<file path="src/lsr_pkg.sv">
// Shared constants for the recirculating lamp shift register pair
package lsr_pkg;
    // =========================================
    // Geometry
    localparam int STAGES = 10;
    localparam int ROW_DEVICES = 20;
    localparam int ROW_STAGES = 198;
    localparam int ROWS = 7;
    localparam int CHAR_COLS = 5;
    localparam int COLS_PER_CHAR = 6;
    // =========================================
    // Timing at 20 MHz reference clock
    localparam int CLK_HZ = 20000000;
    localparam int FAST_HZ = 250000;
    localparam int SLOW_HZ = 2;
    localparam int REFRESH_PERIOD_MS = 20;
    localparam int REFRESH_ON_MS = 5;
    localparam int FAST_HALF = CLK_HZ / FAST_HZ / 2;
    localparam int SLOW_HALF = CLK_HZ / SLOW_HZ / 2;
    localparam int REFRESH_CYC = CLK_HZ / 1000 * REFRESH_PERIOD_MS;
    localparam int REFRESH_ON_CYC = CLK_HZ / 1000 * REFRESH_ON_MS;
endpackage

</file>
<file path="src/lsr_if.sv">
// Link between lamp register chain and its controller
`timescale 1ns/1ns
`default_nettype none
interface lsr_if;
    logic shift_clk;
    logic load_sel;
    logic [lsr_pkg::ROWS-1:0] ser_in;
    logic [lsr_pkg::ROWS-1:0] ser_out;
    logic lamp_gate;
    modport dev (input shift_clk, input ser_in, output ser_out);
    modport ctl (output shift_clk, output load_sel, output ser_in,
                 input ser_out, output lamp_gate);
endinterface
`default_nettype wire

</file>
<file path="src/lsr_ctrl.sv">
// Display controller: clock rates, input selectors, refresh gate
`timescale 1ns/1ns
`default_nettype none
module lsr_ctrl #(
    parameter int FAST_HALF = lsr_pkg::FAST_HALF,
    parameter int SLOW_HALF = lsr_pkg::SLOW_HALF,
    parameter int REFRESH_CYC = lsr_pkg::REFRESH_CYC,
    parameter int REFRESH_ON_CYC = lsr_pkg::REFRESH_ON_CYC
) (
    input wire logic i_ref_clk,
    input wire logic i_resetn,
    input wire logic i_load_req,
    input wire logic i_hold,
    input wire logic [lsr_pkg::ROWS-1:0] i_col_bits,
    output logic o_col_take,
    output logic o_loading,
    lsr_if.ctl link
);
    typedef enum logic [1:0] {LSR_IDLE = 2'h0, LSR_LOAD = 2'h1, LSR_SHOW = 2'h3} lsr_st_type;
    lsr_st_type st, next_st;
    logic [31:0] div, next_div;
    logic [31:0] ref_cnt, next_ref_cnt;
    logic [15:0] nbits, next_nbits;
    logic sclk, next_sclk;
    logic sel, next_sel;
    logic [lsr_pkg::ROWS-1:0] dat, next_dat;
    logic gate, next_gate;
    logic tick;
    // =========================================
    // Next state
    always_comb begin
        next_st = st;
        next_div = div + 32'h1;
        next_sclk = sclk;
        next_sel = sel;
        next_dat = dat;
        next_nbits = nbits;
        next_ref_cnt = ref_cnt + 32'h1;
        next_gate = 1'b0;
        tick = 1'b0;
        o_col_take = 1'b0;
        if (ref_cnt >= 32'(REFRESH_CYC - 1)) begin
            next_ref_cnt = 32'h0;
        end
        next_gate = (next_ref_cnt < 32'(REFRESH_ON_CYC));
        if (st == LSR_LOAD) begin
            tick = (div >= 32'(FAST_HALF - 1));
        end else if (st == LSR_SHOW && !i_hold) begin
            tick = (div >= 32'(SLOW_HALF - 1));
        end else begin
            next_div = div;
        end
        if (tick) begin
            next_div = 32'h0;
            next_sclk = ~sclk;
            // selector and data change on falling half, or at load start while clock is low
            if (sclk) begin
                if (st == LSR_LOAD) begin
                    // last column bit already shifted, take no more
                    if (nbits == 16'(lsr_pkg::ROW_STAGES - 1)) begin
                        next_st = LSR_SHOW;
                        next_sel = 1'b0;
                    end else begin
                        next_sel = 1'b1;
                        next_dat = i_col_bits;
                        o_col_take = 1'b1;
                        next_nbits = nbits + 16'h1;
                    end
                end
            end
        end
        if (st != LSR_LOAD && i_load_req && !sclk) begin
            next_st = LSR_LOAD;
            next_nbits = 16'h0;
            next_div = 32'h0;
            // a pending rise is held back while the selector moves
            next_sclk = 1'b0;
            next_sel = 1'b1;
            next_dat = i_col_bits;
            o_col_take = 1'b1;
        end
    end
    // =========================================
    // Registers
    always_ff @(posedge i_ref_clk) begin
        if (!i_resetn) begin
            st <= LSR_IDLE;
            div <= 32'h0;
            ref_cnt <= 32'(REFRESH_CYC - 1);
            nbits <= 16'h0;
            sclk <= 1'b0;
            sel <= 1'b0;
            dat <= '0;
            gate <= 1'b0;
        end else begin
            st <= next_st;
            div <= next_div;
            ref_cnt <= next_ref_cnt;
            nbits <= next_nbits;
            sclk <= next_sclk;
            sel <= next_sel;
            dat <= next_dat;
            gate <= next_gate;
        end
    end
    // selector closes the loop around each row
    always_comb begin
        for (int r = 0; r < lsr_pkg::ROWS; r++) begin
            link.ser_in[r] = sel ? dat[r] : link.ser_out[r];
        end
    end
    assign link.shift_clk = sclk;
    assign link.load_sel = sel;
    assign link.lamp_gate = gate;
    assign o_loading = (st == LSR_LOAD);
endmodule
`default_nettype wire

</file>
<file path="src/flat_wrapper.sv">
// flat-port wrapper written by rule: the top's interface ports become plain ports
module lsr_ctrl_flat 
#(
    parameter int FAST_HALF = lsr_pkg::FAST_HALF,
    parameter int SLOW_HALF = lsr_pkg::SLOW_HALF,
    parameter int REFRESH_CYC = lsr_pkg::REFRESH_CYC,
    parameter int REFRESH_ON_CYC = lsr_pkg::REFRESH_ON_CYC
)
  (i_ref_clk, i_resetn, i_load_req, i_hold, i_col_bits, o_col_take, o_loading, link_shift_clk, link_load_sel, link_ser_in, link_ser_out, link_lamp_gate);
  lsr_if link_i ();
  input wire logic i_ref_clk;
  input wire logic i_resetn;
  input wire logic i_load_req;
  input wire logic i_hold;
  input wire logic [lsr_pkg::ROWS-1:0] i_col_bits;
  output logic o_col_take;
  output logic o_loading;
  output wire logic [$bits(link_i.shift_clk)-1:0] link_shift_clk;
  output wire logic [$bits(link_i.load_sel)-1:0] link_load_sel;
  output wire logic [$bits(link_i.ser_in)-1:0] link_ser_in;
  input wire logic [$bits(link_i.ser_out)-1:0] link_ser_out;
  output wire logic [$bits(link_i.lamp_gate)-1:0] link_lamp_gate;
  assign link_shift_clk = link_i.shift_clk;
  assign link_load_sel = link_i.load_sel;
  assign link_ser_in = link_i.ser_in;
  assign link_i.ser_out = link_ser_out;
  assign link_lamp_gate = link_i.lamp_gate;
  lsr_ctrl #(.FAST_HALF(FAST_HALF), .SLOW_HALF(SLOW_HALF), .REFRESH_CYC(REFRESH_CYC), .REFRESH_ON_CYC(REFRESH_ON_CYC)) u_core (.i_ref_clk(i_ref_clk), .i_resetn(i_resetn), .i_load_req(i_load_req), .i_hold(i_hold), .i_col_bits(i_col_bits), .o_col_take(o_col_take), .o_loading(o_loading), .link(link_i));
endmodule
</file>
<file path="config.mk">
export PLATFORM = sky130hd
export DESIGN_NAME = lsr_ctrl_flat
export DESIGN_NICKNAME = d
export VERILOG_FILES = /design/src/lsr_pkg.sv /design/src/lsr_if.sv /design/src/lsr_ctrl.sv /design/src/flat_wrapper.sv
export SDC_FILE = /design/constraint.sdc
export NUM_CORES = 1
export LEC_CHECK = 0
export ABC_AREA = 1
export BUFFER_PORTS_ARGS = -buffer_cell sky130_fd_sc_hd__buf_4
export CAP_MARGIN = 20
export CORE_UTILIZATION = 60
export CTS_CLUSTER_DIAMETER = 30
export CTS_CLUSTER_SIZE = 28
export DETAILED_ROUTE_END_ITERATION = 8
export GPL_TIMING_DRIVEN = 0
export PLACE_DENSITY = 0.79
export SYNTH_ARGS = -nofsm -noshare
export SYNTH_HDL_FRONTEND = slang
export SYNTH_SLANG_ARGS = --single-unit
</file>
<file path="constraint.sdc">
create_clock -name i_ref_clk -period 2.4 [get_ports i_ref_clk]
set_input_delay 0.24 -clock i_ref_clk [delete_from_list [all_inputs] [get_ports i_ref_clk]]
set_output_delay 0.24 -clock i_ref_clk [all_outputs]
set_load 0.01 [all_outputs]
</file>
Word-level counts from Yosys, hierarchy flattened
Cells that the tools add are included.
Word-level totals
  word-level logic and storage cells: 72
  input port bits: 18
  register bits after elaboration: 92
  output and inout bits: 12
Cells by class
  reductions and logical operators: 17
  equality and inequality tests: 5
  bitwise operators: 3
  order comparisons: 4
  $add $sub $neg: 3
  muxes and demuxes: 31
Operators with widths (number)
  32-bit 2-to-1 mux: 3
  32-bit by 1-bit adder with 32-bit output (second input constant): 2
  7-bit 2-to-1 mux: 5
  32-bit by 19-bit >= comparator with 1-bit output (second input constant): 1
  32-bit by 23-bit >= comparator with 1-bit output (second input constant): 1
  32-bit by 6-bit >= comparator with 1-bit output (second input constant): 1
  32-bit by 17-bit less-than comparator with 1-bit output (second input constant): 1
  1-bit 2-to-1 mux: 23
  16-bit by 1-bit adder with 16-bit output (second input constant): 1
  16-bit by 8-bit == test with 1-bit output (second input constant): 1
  4-bit AND reduction: 4
  2-bit nonzero test: 5
  1-bit logical AND: 3
  1-bit NOT: 3
  3-bit AND reduction: 1
  3-bit OR reduction: 1
  2-bit by 1-bit == test with 1-bit output (second input constant): 1
  2-bit == test (second input constant): 1
  1-bit logical NOT: 2
  2-bit by 1-bit inequality test with 1-bit output (second input constant): 1
  2-bit inequality test (second input constant): 1
  2-bit OR reduction: 1

Depth between registers and ports, before layout
  depth after elaboration: 6
  gate-level depth with buffers: 14
  depth with buffers taken out: 13

Worst setup path before layout
Ideal clock, no wire load.
  kind: register to output
  start: register u_core.div[0]
  end: output o_col_take
  arrival: 1.521 ns
  setup slack: 0.639 ns
  cell stages (with the launch flop): 11
  data required time: 2.160 ns
  path through: dfxtp_1 -> ha_1 -> nand2_1 -> nand2_1 -> nand2_1 -> nand4_1 -> o21ai_1 -> nand2_2 -> buf_4 -> a21oi_1 -> inv_1
On the way
  word-level cells in the longest chain between the ends: 5
  elaborated cells between the ends (all ways): 6
  classes of those cells: 2 x order compare; 4 x mux
Ends and longest elaborated chain
  start: declaration: RTL line lsr_ctrl.sv:21  | logic [31:0] div, next_div;
  start signal: assignment: RTL line lsr_ctrl.sv:97  | div <= next_div;
  32-bit by 23-bit >= comparator with 1-bit output: RTL line lsr_ctrl.sv:49  | tick = (div >= 32'(SLOW_HALF - 1));
  1-bit 2-to-1 mux: RTL line lsr_ctrl.sv:48  | end else if (st == LSR_SHOW && !i_hold) begin
  1-bit 2-to-1 mux *: RTL line lsr_ctrl.sv:46  | if (st == LSR_LOAD) begin
  1-bit 2-to-1 mux *: RTL line lsr_ctrl.sv:53  | if (tick) begin
  1-bit 2-to-1 mux *: RTL line lsr_ctrl.sv:72  | if (st != LSR_LOAD && i_load_req && !sclk) begin
  end: declaration: RTL line flat_wrapper.sv:16  | output logic o_col_take;
Mark *: on every way between the ends. The rest lies on a longest branch, timed or not.

Worst setup path after layout
  start: register u_core.div[23]
  end: output o_col_take
The elaborated chain is that of the path after synthesis.

==> impl_metrics.json <==
{
  "relSlewSlack": 0.622,
  "crit_path_start_kind": "flop",
  "wl_per_cell_um": 12.3,
  "worst_pin_slew_ns": 0.567,
  "drive_gt1_frac": 0.119,
  "ys_seq_area_frac": 0.370,
  "synth_top_area_frac": 0.370,
  "syn_inst": 732,
  "first_pass_iters": 6,
  "core_um2": 7890,
  "seq_area_um2": 1840,
  "peakVddDrop_v": 0.000462,
  "final_common_cell": "nand2_1",
  "critical_path_class": "reg -> out",
  "grt_overflow": 0,
  "p_int_mw": 2.16,
  "die_area_um2": 8670,
  "power.leakage_nw": 2.33,
  "grt_max_degree": 19,
  "worstPathRequired_ns": 2.16,
  "antenna_found_initial": 0,
  "port_buffers": 28,
  "pre_cts_ws_ns": 0.269,
  "ys_types": 40,
  "cts_tree": "done",
  "netSwitchingFraction": 0.262,
  "clock_path_buffers": 2,
  "skew_ns": 0.00974,
  "final-setup-viol-count": 0,
  "layout.nets": 806,
  "hold_violations": 0,
  "cts_buffers": 9,
  "arrival_ns": 2.01,
  "grt_pass1_wl_mm": 18.6,
  "route.detailed.drc": 0,
  "wl_mm": 11.0,
  "final_cell_mix": "nand2_1, nor2_1, dfxtp_1",
  "path_max_fanout": 7,
  "postSynthAreaPerCell_um2": 6.80,
  "root_buffer": "clkbuf_8",
  "ctsHoldBuffers": 0,
  "syn_area_um2": 4980,
  "num_rows": 32,
  "multi_input_area_um2": 2740,
  "p_switching_uw": 768,
  "slew_violations": 0,
  "htreeDepth": 3,
  "yosysTopAreaCell": "dfxtp_1",
  "status": "complete, no violations",
  "dp_hpwl_mm": 8.38,
  "drtIter0Drc": 361,
  "pwr-share-seq": 0.540,
  "finalCriticalPeriod_ns": 2.25,
  "clk_pin_slew_ns": 0.10,
  "hp-class": "in -> reg",
  "die_y_um": 93.1,
  "timing.final.ws_setup_ns": 0.152,
  "pwr-share-comb": 0.080,
  "vias": 4686,
  "finalCritPeriodShare": 0.937,
  "worstSkewPairLatency_ns": 0.37,
  "synth-seq-cells": 92,
  "end_kind": "output port",
  "n_antenna_cell": 0,
  "top_level_ports": 30,
  "powerDensity_nw_per_um2": 524,
  "synth_area_leaders": "dfxtp_1, nand2_1, nor2_1",
  "viasPerCell": 5.26,
  "clock-sinks": 92,
  "yosys_warnings": 0,
  "clkPwrFrac": 0.380,
  "fillers": 681,
  "grt_pass1_vias": 4208,
  "final.setup.tns_ns": 0,
  "start_util": 0.631,
  "grt_usage": 0.269,
  "syn_to_final_growth_pct": 12.3,
  "dieWidth_um": 93.1,
  "drv_cap": 0,
  "postRouteAntennaNets": 0,
  "final_util": 0.709,
  "fmax_mhz": 445,
  "gp_congestion": 0.908
}
[flip-flops by register name (all words and copies together), names as in the netlist]
name / cells
u_core.dat: 7
u_core.div: 32
u_core.link.lamp_gate: 1
u_core.link.load_sel: 1
u_core.link.shift_clk: 1
u_core.nbits: 16
u_core.ref_cnt: 32
u_core.st: 2
[worst max-delay path, cell delays in order, from the launching register on]
cell	delay [ns]
dfxtp_1	0.31
buf_2	0.16
nor2_2	0.16
nand3_1	0.10
nor2_1	0.13
nand3_1	0.09
o21ai_1	0.23
nand2_4	0.11
a21oi_2	0.16
inv_1	0.05
buf_4	0.14
[power by group through the flow]
stage,logic [mW],clock network [mW],registers [mW]
floorplan,0.146,0,1.62
global placement,0.227,0,1.62
detailed placement,0.233,0,1.62
CTS,0.234,1.14,1.59
global route,0.261,1.20,1.59
finish,0.234,1.11,1.58
[synth_stat cells (all sizes together)]
library cell,instances
o21ai,15
dfxtp,92
clkbuf,8
or4,1
nand2,174
conb,1
buf,13
nor3,29
a21oi,57
nor4,5
nor3b,2
xor2,30
and3,2
inv,89
or2,2
nor2,111
nand3,57
ha,4
nand3b,10
xnor2,11
nand4,18
o21a,1
[cell families (layout without fill, tap and decap cells)]
logic type,count (synthesis),in the layout,synth area share
compound gates,73,73,0.0776
xor+xnor,41,41,0.0721
fa+ha+maj,4,4,0.0101
buf+inv,110,155,0.0922
flops,92,92,0.370
other cells,1,13,0.000753
simple gates,411,411,0.377
[cell type report]
class                      count  area share
buffer                        20      0.0210
clock buffer                   9      0.0221
clock inverter                 7      0.0157
inverter                      89      0.0597
multi-input combinational    542       0.489
sequential                    92       0.329
tap                          102      0.0228
timing repair buffer          30      0.0403
[per-stage QoR]
stage	cells	hold slack, ns	instance area [um2]	power (mW)
2_1_floorplan	744	0.372	5020	1.76
3_3_place_gp	874	0.460	5360	1.85
3_5_place_dp	874	0.470	5360	1.85
4_1_cts	889	0.0843	5580	2.96
5_1_grt	891	0.0739	5590	3.05
6_report	891	0.0861	5590	2.93
[timing repair]
item	CTS	global route
resized for setup	3	1
endpoints found under the setup margin	1	1
buffers inserted	0	2
pin swaps	0	2
[final timing paths]
check                    to      startpoint  cells past startpoint  slack (ns)
max reg2reg   u_core.dat[3]   u_core.div[1]                     14        0.29
max              o_col_take  u_core.div[23]                     10        0.15
min           u_core.dat[4]   i_col_bits[4]                      3        0.09
min reg2reg  u_core.div[27]  u_core.div[27]                      2        0.49
[routing by layer]
metal	wire length, um	vias to the layer above	global-route usage
met4	125	0	0.0821
met2	5150	138	0.449
li1	-	2433	-
met3	693	11	0.0667
met1	5010	2104	0.340
met5	0	-	0
No activity file was read; power rests on OpenSTA's default activity.
